`src/rtl/fbl_pkg.sv`:
```
// Purpose: Shared constants and types for the flash block-lock host controller
// Assumes: 25 MHz clk; x16 flash, commands on the low data byte
// Notes:   APB register map, flash command codes and pin timing live here
package fbl_pkg;

  localparam int CLK_NS      = 40;
  localparam int T_WP_NS     = 70;
  localparam int T_ACC_NS    = 70;
  localparam int SYNC_STAGES = 2;
  // Least times round up to whole cycles
  localparam logic [3:0] WP_CYC  = 4'((T_WP_NS + CLK_NS - 1) / CLK_NS);
  // One spare cycle so the synchronised data is past the access time
  localparam logic [3:0] RD_CYC  = 4'((T_ACC_NS + CLK_NS - 1) / CLK_NS + SYNC_STAGES + 1);
  localparam logic [3:0] CNT_ONE = 4'h1;

  localparam logic [7:0] CMD_CFG_SETUP   = 8'h60;
  localparam logic [7:0] CMD_LOCK        = 8'h01;
  localparam logic [7:0] CMD_UNLOCK      = 8'hD0;
  localparam logic [7:0] CMD_LOCKDOWN    = 8'h2F;
  localparam logic [7:0] CMD_CFG_READ    = 8'h90;
  localparam logic [7:0] CMD_SUSPEND     = 8'hB0;
  localparam logic [7:0] CMD_RESUME      = 8'hD0;
  localparam logic [7:0] CMD_READ_STATUS = 8'h70;
  localparam logic [7:0] CMD_READ_ARRAY  = 8'hFF;
  localparam int         LOCK_STATUS_OFS = 2;

  localparam int         APB_AW     = 8;
  localparam logic [7:0] REG_CMD    = 8'h00;
  localparam logic [7:0] REG_ADDR   = 8'h04;
  localparam logic [7:0] REG_STATUS = 8'h08;
  localparam logic [7:0] REG_PINCTL = 8'h0C;

  localparam int   ST_BUSY_BIT    = 0;
  localparam int   ST_REFUSED_BIT = 1;
  localparam int   ST_DATA_LSB    = 16;
  localparam int   PIN_WP_BIT     = 0;
  localparam int   PIN_RST_BIT    = 1;
  localparam logic PIN_WP_RST     = 1'b0;
  localparam logic PIN_RST_RST    = 1'b1;

  typedef enum logic [2:0] {
    OP_NONE        = 3'b000,
    OP_LOCK        = 3'b001,
    OP_UNLOCK      = 3'b010,
    OP_LOCKDOWN    = 3'b011,
    OP_READ_LOCK   = 3'b100,
    OP_SUSPEND     = 3'b101,
    OP_RESUME      = 3'b110,
    OP_READ_STATUS = 3'b111
  } fbl_op_e;

  typedef struct packed {
    logic       last;
    logic       wr;
    logic       use_ofs;
    logic [7:0] code;
  } fbl_step_s;

  // One bus cycle of a host sequence, chosen by operation and step number
  function automatic fbl_step_s fbl_step(fbl_op_e op, logic [1:0] step);
    fbl_step_s s;
    s = '{last: 1'b1, wr: 1'b1, use_ofs: 1'b0, code: CMD_READ_ARRAY};
    case (op)
      OP_LOCK:        s.code = (step == 2'h0) ? CMD_CFG_SETUP : CMD_LOCK;
      OP_UNLOCK:      s.code = (step == 2'h0) ? CMD_CFG_SETUP : CMD_UNLOCK;
      OP_LOCKDOWN:    s.code = (step == 2'h0) ? CMD_CFG_SETUP : CMD_LOCKDOWN;
      OP_READ_STATUS: s.code = CMD_READ_STATUS;
      OP_SUSPEND:     s.code = CMD_SUSPEND;
      OP_RESUME:      s.code = CMD_RESUME;
      OP_READ_LOCK: begin
        if (step == 2'h0) begin
          s.code = CMD_CFG_READ;
        end else if (step == 2'h1) begin
          s.wr      = 1'b0;
          s.use_ofs = 1'b1;
        end
      end
      default: s.code = CMD_READ_ARRAY;
    endcase
    case (op)
      OP_LOCK, OP_UNLOCK, OP_LOCKDOWN, OP_READ_STATUS: begin
        s.last = (step == 2'h1);
        if (op == OP_READ_STATUS && step == 2'h1) begin
          s.wr = 1'b0;
        end
      end
      OP_READ_LOCK: s.last = (step == 2'h2);
      default:      s.last = 1'b1;
    endcase
    return s;
  endfunction

endpackage

```
`src/rtl/fbl_cyc_if.sv`:
```
// Purpose: One flash bus cycle request between sequencer and pin engine
// Assumes: req is a one-cycle pulse, only while the engine is idle
// Notes:   done pulses one cycle; rdata is valid with done of a read
`timescale 1ns/1ps
interface fbl_cyc_if #(parameter int ADDR_W = 22);
  logic              req;
  logic              wr;
  logic [ADDR_W-1:0] addr;
  logic [15:0]       wdata;
  logic              done;
  logic [15:0]       rdata;
  modport ctl (output req, output wr, output addr, output wdata, input done, input rdata);
  modport eng (input req, input wr, input addr, input wdata, output done, output rdata);
endinterface

```
`src/rtl/fbl_cycle.sv`:
```
// Purpose: Drives one asynchronous flash write or read cycle on the pins
// Assumes: Data input comes from the pad, so it is synchronised first
// Notes:   Setup, strobe and hold phases; strobe widths from the package
`timescale 1ns/1ps
module fbl_cycle
  import fbl_pkg::*;
#(
  parameter int ADDR_W = 22
) (
  input  wire logic              clk,
  input  wire logic              reset,
  fbl_cyc_if.eng                 cyc,
  output logic [ADDR_W-1:0]      flash_addr,
  output logic [15:0]            flash_dq_o,
  output logic                   flash_dq_oe_n,
  output logic                   flash_ce_n,
  output logic                   flash_we_n,
  output logic                   flash_oe_n,
  input  wire logic [15:0]       flash_dq_i
);

  typedef enum logic [1:0] {
    C_IDLE  = 2'b00,
    C_SETUP = 2'b01,
    C_PULSE = 2'b10,
    C_HOLD  = 2'b11
  } fbl_cyc_e;

  typedef struct packed {
    fbl_cyc_e          st;
    logic [3:0]        cnt;
    logic [ADDR_W-1:0] addr;
    logic [15:0]       dout;
    logic              dq_oe_n;
    logic              ce_n;
    logic              we_n;
    logic              oe_n;
    logic              wr;
    logic [15:0]       rdata;
    logic              done;
    logic [15:0]       sync1;
    logic [15:0]       sync2;
  } fbl_cyc_s;

  localparam fbl_cyc_s CYC_RST = '{st: C_IDLE, cnt: 4'h0, addr: '0, dout: 16'h0000,
                                   dq_oe_n: 1'b1, ce_n: 1'b1, we_n: 1'b1, oe_n: 1'b1,
                                   wr: 1'b0, rdata: 16'h0000, done: 1'b0,
                                   sync1: 16'h0000, sync2: 16'h0000};

  fbl_cyc_s r;
  fbl_cyc_s n;

  always_comb begin
    n       = r;
    n.done  = 1'b0;
    n.sync1 = flash_dq_i;
    n.sync2 = r.sync1;
    case (r.st)
      C_IDLE: begin
        if (cyc.req) begin
          n.addr    = cyc.addr;
          n.dout    = cyc.wdata;
          n.wr      = cyc.wr;
          n.ce_n    = 1'b0;
          n.dq_oe_n = !cyc.wr;
          n.st      = C_SETUP;
        end
      end
      C_SETUP: begin
        n.we_n = !r.wr;
        n.oe_n = r.wr;
        n.cnt  = r.wr ? WP_CYC : RD_CYC;
        n.st   = C_PULSE;
      end
      C_PULSE: begin
        if (r.cnt == CNT_ONE) begin
          // Write data stays driven past the rising strobe for hold time
          n.we_n = 1'b1;
          n.oe_n = 1'b1;
          if (!r.wr) begin
            n.rdata = r.sync2;
          end
          n.st = C_HOLD;
        end else begin
          n.cnt = r.cnt - CNT_ONE;
        end
      end
      C_HOLD: begin
        n.ce_n    = 1'b1;
        n.dq_oe_n = 1'b1;
        n.done    = 1'b1;
        n.st      = C_IDLE;
      end
      default: n = CYC_RST;
    endcase
  end

  always_ff @(posedge clk or posedge reset) begin
    if (reset) begin
      r <= CYC_RST;
    end else begin
      r <= n;
    end
  end

  assign flash_addr    = r.addr;
  assign flash_dq_o    = r.dout;
  assign flash_dq_oe_n = r.dq_oe_n;
  assign flash_ce_n    = r.ce_n;
  assign flash_we_n    = r.we_n;
  assign flash_oe_n    = r.oe_n;
  assign cyc.done      = r.done;
  assign cyc.rdata     = r.rdata;

endmodule // fbl_cycle

```
`src/rtl/fbl_host.sv`:
```
// Purpose: APB-driven host that locks, unlocks and queries flash blocks
// Assumes: Software orders one operation at a time and polls busy
// Notes:   Erase suspend polling is left to software via status reads
//
// Register access over APB and the address map are this design's own decisions.
`timescale 1ns/1ps
module fbl_host
  import fbl_pkg::*;
#(
  parameter int ADDR_W = 22
) (
  input  wire logic              clk,
  input  wire logic              reset,
  input  wire logic              psel,
  input  wire logic              penable,
  input  wire logic              pwrite,
  input  wire logic [APB_AW-1:0] paddr,
  input  wire logic [31:0]       pwdata,
  output logic [31:0]            prdata,
  output logic                   pready,
  output logic                   pslverr,
  output logic [ADDR_W-1:0]      flash_addr,
  output logic [15:0]            flash_dq_o,
  output logic                   flash_dq_oe_n,
  input  wire logic [15:0]       flash_dq_i,
  output logic                   flash_ce_n,
  output logic                   flash_we_n,
  output logic                   flash_oe_n,
  output logic                   flash_wp_n,
  output logic                   flash_rst_n
);

  typedef enum logic [1:0] {
    S_IDLE  = 2'b00,
    S_ISSUE = 2'b01,
    S_WAIT  = 2'b10
  } fbl_seq_e;

  typedef struct packed {
    fbl_seq_e          st;
    fbl_op_e           op;
    logic [1:0]        step;
    logic [ADDR_W-1:0] blk;
    logic [15:0]       rdata;
    logic              refused;
    logic              wp_n;
    logic              rst_n;
    logic              req;
    logic              wr;
    logic [ADDR_W-1:0] addr;
    logic [15:0]       wdata;
    logic [31:0]       prdata;
    logic              pready;
    logic              pslverr;
  } fbl_top_s;

  localparam fbl_top_s TOP_RST = '{st: S_IDLE, op: OP_NONE, step: 2'h0, blk: '0,
                                   rdata: 16'h0000, refused: 1'b0, wp_n: PIN_WP_RST,
                                   rst_n: PIN_RST_RST, req: 1'b0, wr: 1'b0, addr: '0,
                                   wdata: 16'h0000, prdata: 32'h0000_0000,
                                   pready: 1'b0, pslverr: 1'b0};

  fbl_top_s  r;
  fbl_top_s  n;
  fbl_step_s stp;
  logic      busy;
  logic      apb_setup;
  logic      apb_done;

  fbl_cyc_if #(.ADDR_W(ADDR_W)) cyc_bus ();

  assign busy      = (r.st != S_IDLE);
  assign apb_setup = psel && penable && !r.pready;
  assign apb_done  = psel && penable && r.pready;
  assign stp       = fbl_step(r.op, r.step);

  always_comb begin
    logic [31:0] status_v;
    status_v                      = 32'h0000_0000;
    status_v[ST_BUSY_BIT]         = busy;
    status_v[ST_REFUSED_BIT]      = r.refused;
    status_v[ST_DATA_LSB +: 16]   = r.rdata;
    n         = r;
    n.req     = 1'b0;
    n.pready  = 1'b0;
    n.pslverr = 1'b0;
    // Answer one cycle into the access phase so outputs come from flops
    if (apb_setup) begin
      n.pready = 1'b1;
      case (paddr)
        REG_CMD: begin
          n.prdata  = {29'h0, r.op};
          n.pslverr = pwrite && (busy || pwdata[2:0] == OP_NONE);
        end
        REG_ADDR:   n.prdata = {{(32 - ADDR_W){1'b0}}, r.blk};
        REG_STATUS: n.prdata = status_v;
        REG_PINCTL: n.prdata = {30'h0, r.rst_n, r.wp_n};
        default: begin
          n.prdata  = 32'h0000_0000;
          n.pslverr = 1'b1;
        end
      endcase
    end
    if (apb_done && pwrite && !r.pslverr) begin
      case (paddr)
        REG_CMD: begin
          n.op      = fbl_op_e'(pwdata[2:0]);
          n.step    = 2'h0;
          n.refused = 1'b0;
          n.st      = S_ISSUE;
        end
        REG_ADDR: n.blk = pwdata[ADDR_W-1:0];
        REG_PINCTL: begin
          n.wp_n  = pwdata[PIN_WP_BIT];
          n.rst_n = pwdata[PIN_RST_BIT];
        end
        default: n.blk = r.blk;
      endcase
    end
    // A refused order leaves the running sequence untouched
    if (apb_done && pwrite && r.pslverr && paddr == REG_CMD) begin
      n.refused = 1'b1;
    end
    case (r.st)
      S_IDLE: n.st = n.st;
      S_ISSUE: begin
        n.req   = 1'b1;
        n.wr    = stp.wr;
        n.addr  = stp.use_ofs ? r.blk + ADDR_W'(LOCK_STATUS_OFS) : r.blk;
        n.wdata = {8'h00, stp.code};
        n.st    = S_WAIT;
      end
      S_WAIT: begin
        if (cyc_bus.done) begin
          if (!r.wr) begin
            n.rdata = cyc_bus.rdata;
          end
          if (stp.last) begin
            n.st = S_IDLE;
          end else begin
            n.step = r.step + 2'h1;
            n.st   = S_ISSUE;
          end
        end
      end
      default: n.st = S_IDLE;
    endcase
  end

  always_ff @(posedge clk or posedge reset) begin
    if (reset) begin
      r <= TOP_RST;
    end else begin
      r <= n;
    end
  end

  assign cyc_bus.req   = r.req;
  assign cyc_bus.wr    = r.wr;
  assign cyc_bus.addr  = r.addr;
  assign cyc_bus.wdata = r.wdata;

  fbl_cycle #(.ADDR_W(ADDR_W)) u_cycle (
    .clk           (clk),
    .reset         (reset),
    .cyc           (cyc_bus.eng),
    .flash_addr    (flash_addr),
    .flash_dq_o    (flash_dq_o),
    .flash_dq_oe_n (flash_dq_oe_n),
    .flash_ce_n    (flash_ce_n),
    .flash_we_n    (flash_we_n),
    .flash_oe_n    (flash_oe_n),
    .flash_dq_i    (flash_dq_i)
  );

  assign prdata      = r.prdata;
  assign pready      = r.pready;
  assign pslverr     = r.pslverr;
  assign flash_wp_n  = r.wp_n;
  assign flash_rst_n = r.rst_n;
endmodule // fbl_host

```
`config.mk`:
```
export PLATFORM = sky130hd
export DESIGN_NAME = fbl_host
export DESIGN_NICKNAME = d
export VERILOG_FILES = /design/src/rtl/fbl_pkg.sv /design/src/rtl/fbl_cyc_if.sv /design/src/rtl/fbl_cycle.sv /design/src/rtl/fbl_host.sv
export SDC_FILE = /design/constraint.sdc
export NUM_CORES = 1
export LEC_CHECK = 0
export ABC_CLOCK_PERIOD_IN_PS = 4700
export BUFFER_PORTS_ARGS = -buffer_cell sky130_fd_sc_hd__buf_2
export CAP_MARGIN = 20
export CORE_MARGIN = 2
export CORE_UTILIZATION = 54
export DETAILED_ROUTE_END_ITERATION = 16
export PLACE_DENSITY = 0.72
export SLEW_MARGIN = 5
export SYNTH_ARGS = -nofsm -noshare
export SYNTH_HDL_FRONTEND = slang
export SYNTH_HIERARCHICAL = 1
export SYNTH_SLANG_ARGS = --single-unit
```
`constraint.sdc`:
```
create_clock -name clk -period 4.7 [get_ports clk]
set_input_delay 0.705 -clock clk [delete_from_list [all_inputs] [get_ports clk]]
set_output_delay 0.705 -clock clk [all_outputs]
set_load 0.01 [all_outputs]
```
# Word level (Yosys, flattened, before mapping)
# Index checks and enable logic that the tools add are counted.
dict set report op_classes {
  magnitude_cmp 0
  muxes 39
  div 0
  shifts 0
  n_bitwise 2
  n_reduce_logical 37
  n_eq_ne 21
  n_mul 0
  add_sub_neg 3
}
# cell count
set op_table {}
lappend op_table {{$pmux W32 S4} 1}
lappend op_table {{$pmux W8 S7} 1}
lappend op_table {{$mux W22} 2}
lappend op_table {{$mux W40} 1}
lappend op_table {{$mux W29} 1}
lappend op_table {{$mux W7} 4}
lappend op_table {{$mux W2} 12}
lappend op_table {{$add A22 B2 Y22 const B} 1}
lappend op_table {{$reduce_and A2 Y1} 9}
lappend op_table {{$eq A8 B4 Y1 const B} 2}
lappend op_table {{$eq A3 B3 Y1 const B} 4}
lappend op_table {{$reduce_bool A2 Y1} 5}
lappend op_table {{$logic_and A1 B1 Y1} 9}
lappend op_table {{$eq A2 B2 Y1 const B} 4}
lappend op_table {{$eq A8 B3 Y1 const B} 1}
lappend op_table {{$logic_not A8 Y1} 1}
lappend op_table {{$mux W8} 1}
lappend op_table {{$pmux W2 S2} 2}
lappend op_table {{$pmux W2 S4} 1}
lappend op_table {{$pmux W4 S2} 1}
lappend op_table {{$eq A2 B1 Y1 const B} 3}
lappend op_table {{$eq A3 B2 Y1 const B} 2}
lappend op_table {{$logic_not A2 Y1} 3}
lappend op_table {{$mux W1} 6}
lappend op_table {{other kinds (17)} 25}
dict set report word_totals {
  romBits 0
  latchBits 0
  reg_bits 204
  mem_count 0
  word_cells 130
  output_inout_bits 78
  in_bits 61
  mem_bits_rw 0
}

# Longest topological paths before layout
dict set report depth {
  depth_word 8
  ltp_mapped 7
  depth_no_buf 6
}

# By module
# The synthesis kept the hierarchy.
# mod area_each_um2 seq_area_each_um2 n_inst cells_each
set by_module_without_submodules {}
lappend by_module_without_submodules {fbl_host 5188.7 2803.9 1 453}
lappend by_module_without_submodules {fbl_cycle 3950.0 2457.4 1 268}

# Worst setup path after synthesis
# OpenSTA, ideal clock, no wires.
dict set report synth_path {
  path_type {input to register}
  from {input paddr[1]}
  to {register r[100] (netlist name)}
  setup_slack_ns 2.285
  path_stages 5
  path_buffers 1
  arrival_ns 2.290
  cell_sequence {nor4_1 > nand4_1 > nor2_1 > buf_2 > mux2_2}
}
dict set report synth_between {
  elab_chain_len 2
}
# element line_no
set synth_rtl {}
lappend synth_rtl {{from (decl)} fbl_host.sv:17} ;# input wire logic [APB_AW-1:0] paddr,
lappend synth_rtl {{$eq A8 B3 Y1} fbl_host.sv:105} ;# case (paddr)
lappend synth_rtl {{$reduce_and A2 Y1 (no line)} n/a}
lappend synth_rtl {{to (signal assigned)} fbl_host.sv:154} ;# r <= n;
lappend synth_rtl {{to (decl)} fbl_host.sv:63} ;# fbl_top_s r;
# Every way passes these cells.
# A chain may end at the register's enable or synchronous reset.

# Worst setup path after layout
dict set report layout_path {
  from {input paddr[1]}
  to {register r, in the netlist prdata[12]}
}
dict set report layout_between {
  elab_chain_len 2
  elab_cells_between_ends 5
  classes_between {eq/ne: 3; mux: 1; reduce/logical: 1}
}
# element line_no
set layout_rtl {}
lappend layout_rtl {{$eq A8 B4 Y1, or another cell as far along} fbl_host.sv:90} ;# case (paddr)
lappend layout_rtl {{$pmux W32 S4 *} fbl_host.sv:90}
# Mark *: on every way between the ends. The rest lies on a longest branch, timed or not.

==> results.sh <==
export IMPL_finalCritPeriodShare=0.599
export IMPL_relSlewSlack=0.299
export IMPL_p_comb_frac=0.123
export IMPL_synth_warnings=6
export IMPL_grt_pass1_wl_mm=28.6
export IMPL_drtPass1Iterations=4
export IMPL_required_ns=5.13
export IMPL_place_congestion=0.796
export IMPL_synth_top_cells_by_area="dfrtp_1 56%, mux2_2 11%, buf_4 7.1%"
export IMPL_synth_edf_count=0
export IMPL_post_cts_setup_buffers=0
export IMPL_holdWs_ns=0.313
export IMPL_crit_path_end_kind="flip-flop"
export IMPL_design_area_sq_mm=0.0100
export IMPL_wirelength_mm=17.1
export IMPL_drtIter0Drc=324
export IMPL_placed_area_sq_mm=0.00936
export IMPL_fp_dieW_microns=134
export IMPL_synth_area_leader_cell="dfrtp_1"
export IMPL_fin_total_pwr_mw=4.16
export IMPL_min_path_type="in2reg"
export IMPL_vdd_drop_max_mv=0.294
export IMPL_htreeDepth=1
export IMPL_drc=0
export IMPL_ant_nets=0
export IMPL_ys_seq_elements=210
export IMPL_fmax_mhz=355
export IMPL_clkSinkCount=210
export IMPL_wl_per_cell_microns=17.1
export IMPL_p_switching_mw=1.01
export IMPL_core_area_sq_mm=0.0166
export IMPL_synthArstFlopShare=1.00
export IMPL_slew_viol_final=0
export IMPL_crit_arrival_ns=3.24
export IMPL_synthMostInstantiatedCell="dfrtp_1"
export IMPL_p_int_mw=3.15
export IMPL_maxCapViolCount=0
export IMPL_synth_area_per_cell_sq_um=12.7
export IMPL_clk_latency_ns=0.50
export IMPL_grt_antenna_before_repair=0
export IMPL_status="finished clean"
export IMPL_fin_crit_ns=2.81
export IMPL_drive_above_1_share=0.369
export IMPL_std_cell_rows=47
export IMPL_p_clk_frac=0.387
export IMPL_utilization=0.606
export IMPL_path_clk_slew_ns=0.06
export IMPL_cts_tree="yes"
export IMPL_switching_share=0.242
export IMPL_cts_hold_buf=0
export IMPL_dp_hpwl_mm=11.9
export IMPL_routed_via_count=5398
export IMPL_fin_nets=841
export IMPL_initial_core_util=0.551
export IMPL_pwr_share_seq=0.490
export IMPL_die_y_microns=134
export IMPL_start_kind="input port"
export IMPL_track_usage=0.198
export IMPL_hold_viol_final=0
export IMPL_ys_seq_area_frac=0.576
export IMPL_netlist_area_leader_share=0.561
export IMPL_synth_area_sq_mm=0.00914
export IMPL_port_buffers=128
export IMPL_grt_start_max_net_pins=76
export IMPL_root_buffer="clkbuf_16"
export IMPL_vias_per_cell=5.38
export IMPL_synth_cell_types=56
export IMPL_clock_path_buffers=3
export IMPL_antenna_cells=0
export IMPL_die_area_sq_mm=0.0180
export IMPL_critical_path_max_fanout=13
export IMPL_cts_buffers=21
export IMPL_skew_ns=0.0180
export IMPL_power_leakage_nw=5.00
export IMPL_io_pins=139
export IMPL_cts_resized=0
export IMPL_ys_flop_type="dfrtp_1"
export IMPL_grt_overflow_total=0
export IMPL_rsz0062_at_grt="no"
export IMPL_synthTopCellsByCount="205 x dfrtp_1, 91 x mux2_2, 86 x buf_4, 45 x nand2_1"
export IMPL_finalSetupViolCount=0
export IMPL_first_global_vias=5552
export IMPL_critical_path_class="in2reg"
export IMPL_power_density_mw_per_mm2=414
export IMPL_fin_tns_setup_ns=0
export IMPL_worst_pin_slew_ns=1.04
export IMPL_postSynthCellCount=721
export IMPL_syn2layout_area_growth_pct=9.94
==> metrics by stage <==
step           cells  setup WS, ns
3_3_place_gp     964          1.52
3_5_place_dp     964          1.42
4_1_cts         1002          1.91
5_1_grt         1003          1.70
2_1_floorplan    728          1.04
6_report        1003          1.89
==> logic make-up after synthesis <==
group	after synthesis	share of synthesized area
DFF	210	0.576
and+or+nand+nor	147	0.0900
buffers and inverters	132	0.0923
muxes	109	0.140
AOI/OAI and AO/OA	102	0.0775
adders and majority gates	12	0.0164
xor gates and xnor gates	8	0.00767
other	1	0.000410
==> state kept, by name, indices dropped and copies added, names as in the netlist, 6 cells and up <==
signal              count
u_cycle/cyc.rdata      16
r                      46
cyc_bus.addr           22
u_cycle/r              23
cyc_bus.wdata           6
prdata                 32
u_cycle/flash_addr     22
u_cycle/flash_dq_o     16
u_cycle/n              16
==> power groups by stage <==
| stage | clock [mW] | combinational [mW] | sequential, mW |
|---|---|---|---|
| 2_1_floorplan | 0 | 0.476 | 2.05 |
| 3_3_place_gp | 0 | 0.475 | 2.06 |
| 3_5_place_dp | 0 | 0.512 | 2.07 |
| 4_1_cts | 1.65 | 0.514 | 2.04 |
| 5_1_grt | 1.73 | 0.566 | 2.06 |
| 6_report | 1.61 | 0.511 | 2.04 |
==> cell type report <==
type	instances	area [sq um]
inverter	15	61.3
tap	220	275
timing repair buffer	134	689
multi-input combinational	386	3080
sequential	210	5260
clock buffer	34	654
clock inverter	4	26.3
fill	1334	6540
==> layout by cell type (no fill, tap or decap), types with 7 or more instances in the layout <==
cell type,count
o21ai_0,22
nand4_1,8
clkbuf_8,8
mux2_4,10
nor2_1,25
a31oi_1,15
o31ai_1,14
nand2_1,44
dfrtp_1,205
conb_1,8
ha_1,12
mux2_2,91
inv_1,13
a22o_1,26
buf_2,128
nand3_1,8
a21oi_1,10
nor3_1,9
clkbuf_16,21
nor2b_1,7
or4_1,8
==> per-layer routing <==
layer	vias to the layer above	GRT usage	routed length, microns
met2	141	0.332	8340
met4	0	0.0649	384
li1	2551	-	-
met3	28	0.0299	821
met5	-	0	0
met1	2678	0.268	7590
==> worst max-delay path: stages <==
cell     delay [ns]
buf_2          0.10
nor4_1         0.88
nand2_2        0.37
nor3_2         0.91
a22o_1         0.26
==> path summary, 6_finish.rpt <==
check	from	end	slack, ns	cells after the start
setup / recovery	paddr[1]	prdata[12]$_DFFE_PP0P_	1.89	5
hold / removal	flash_dq_i[3]	u_cycle/n[3]$_DFF_PP0_	0.31	1
setup reg to reg	r[116]$_DFF_PP0_	cyc_bus.addr[21]$_DFFE_PP0P_	2.17	6
hold reg to reg	u_cycle/n[9]$_DFF_PP0_	u_cycle/r[9]$_DFF_PP0_	0.35	0
max in group asynchronous	reset	r[87]$_DFFE_PP0P_	3.20	3
min in group asynchronous	reset	u_cycle/flash_addr[11]$_DFFE_PP0P_	0.40	2
Power figures use the tool's default switching activity.
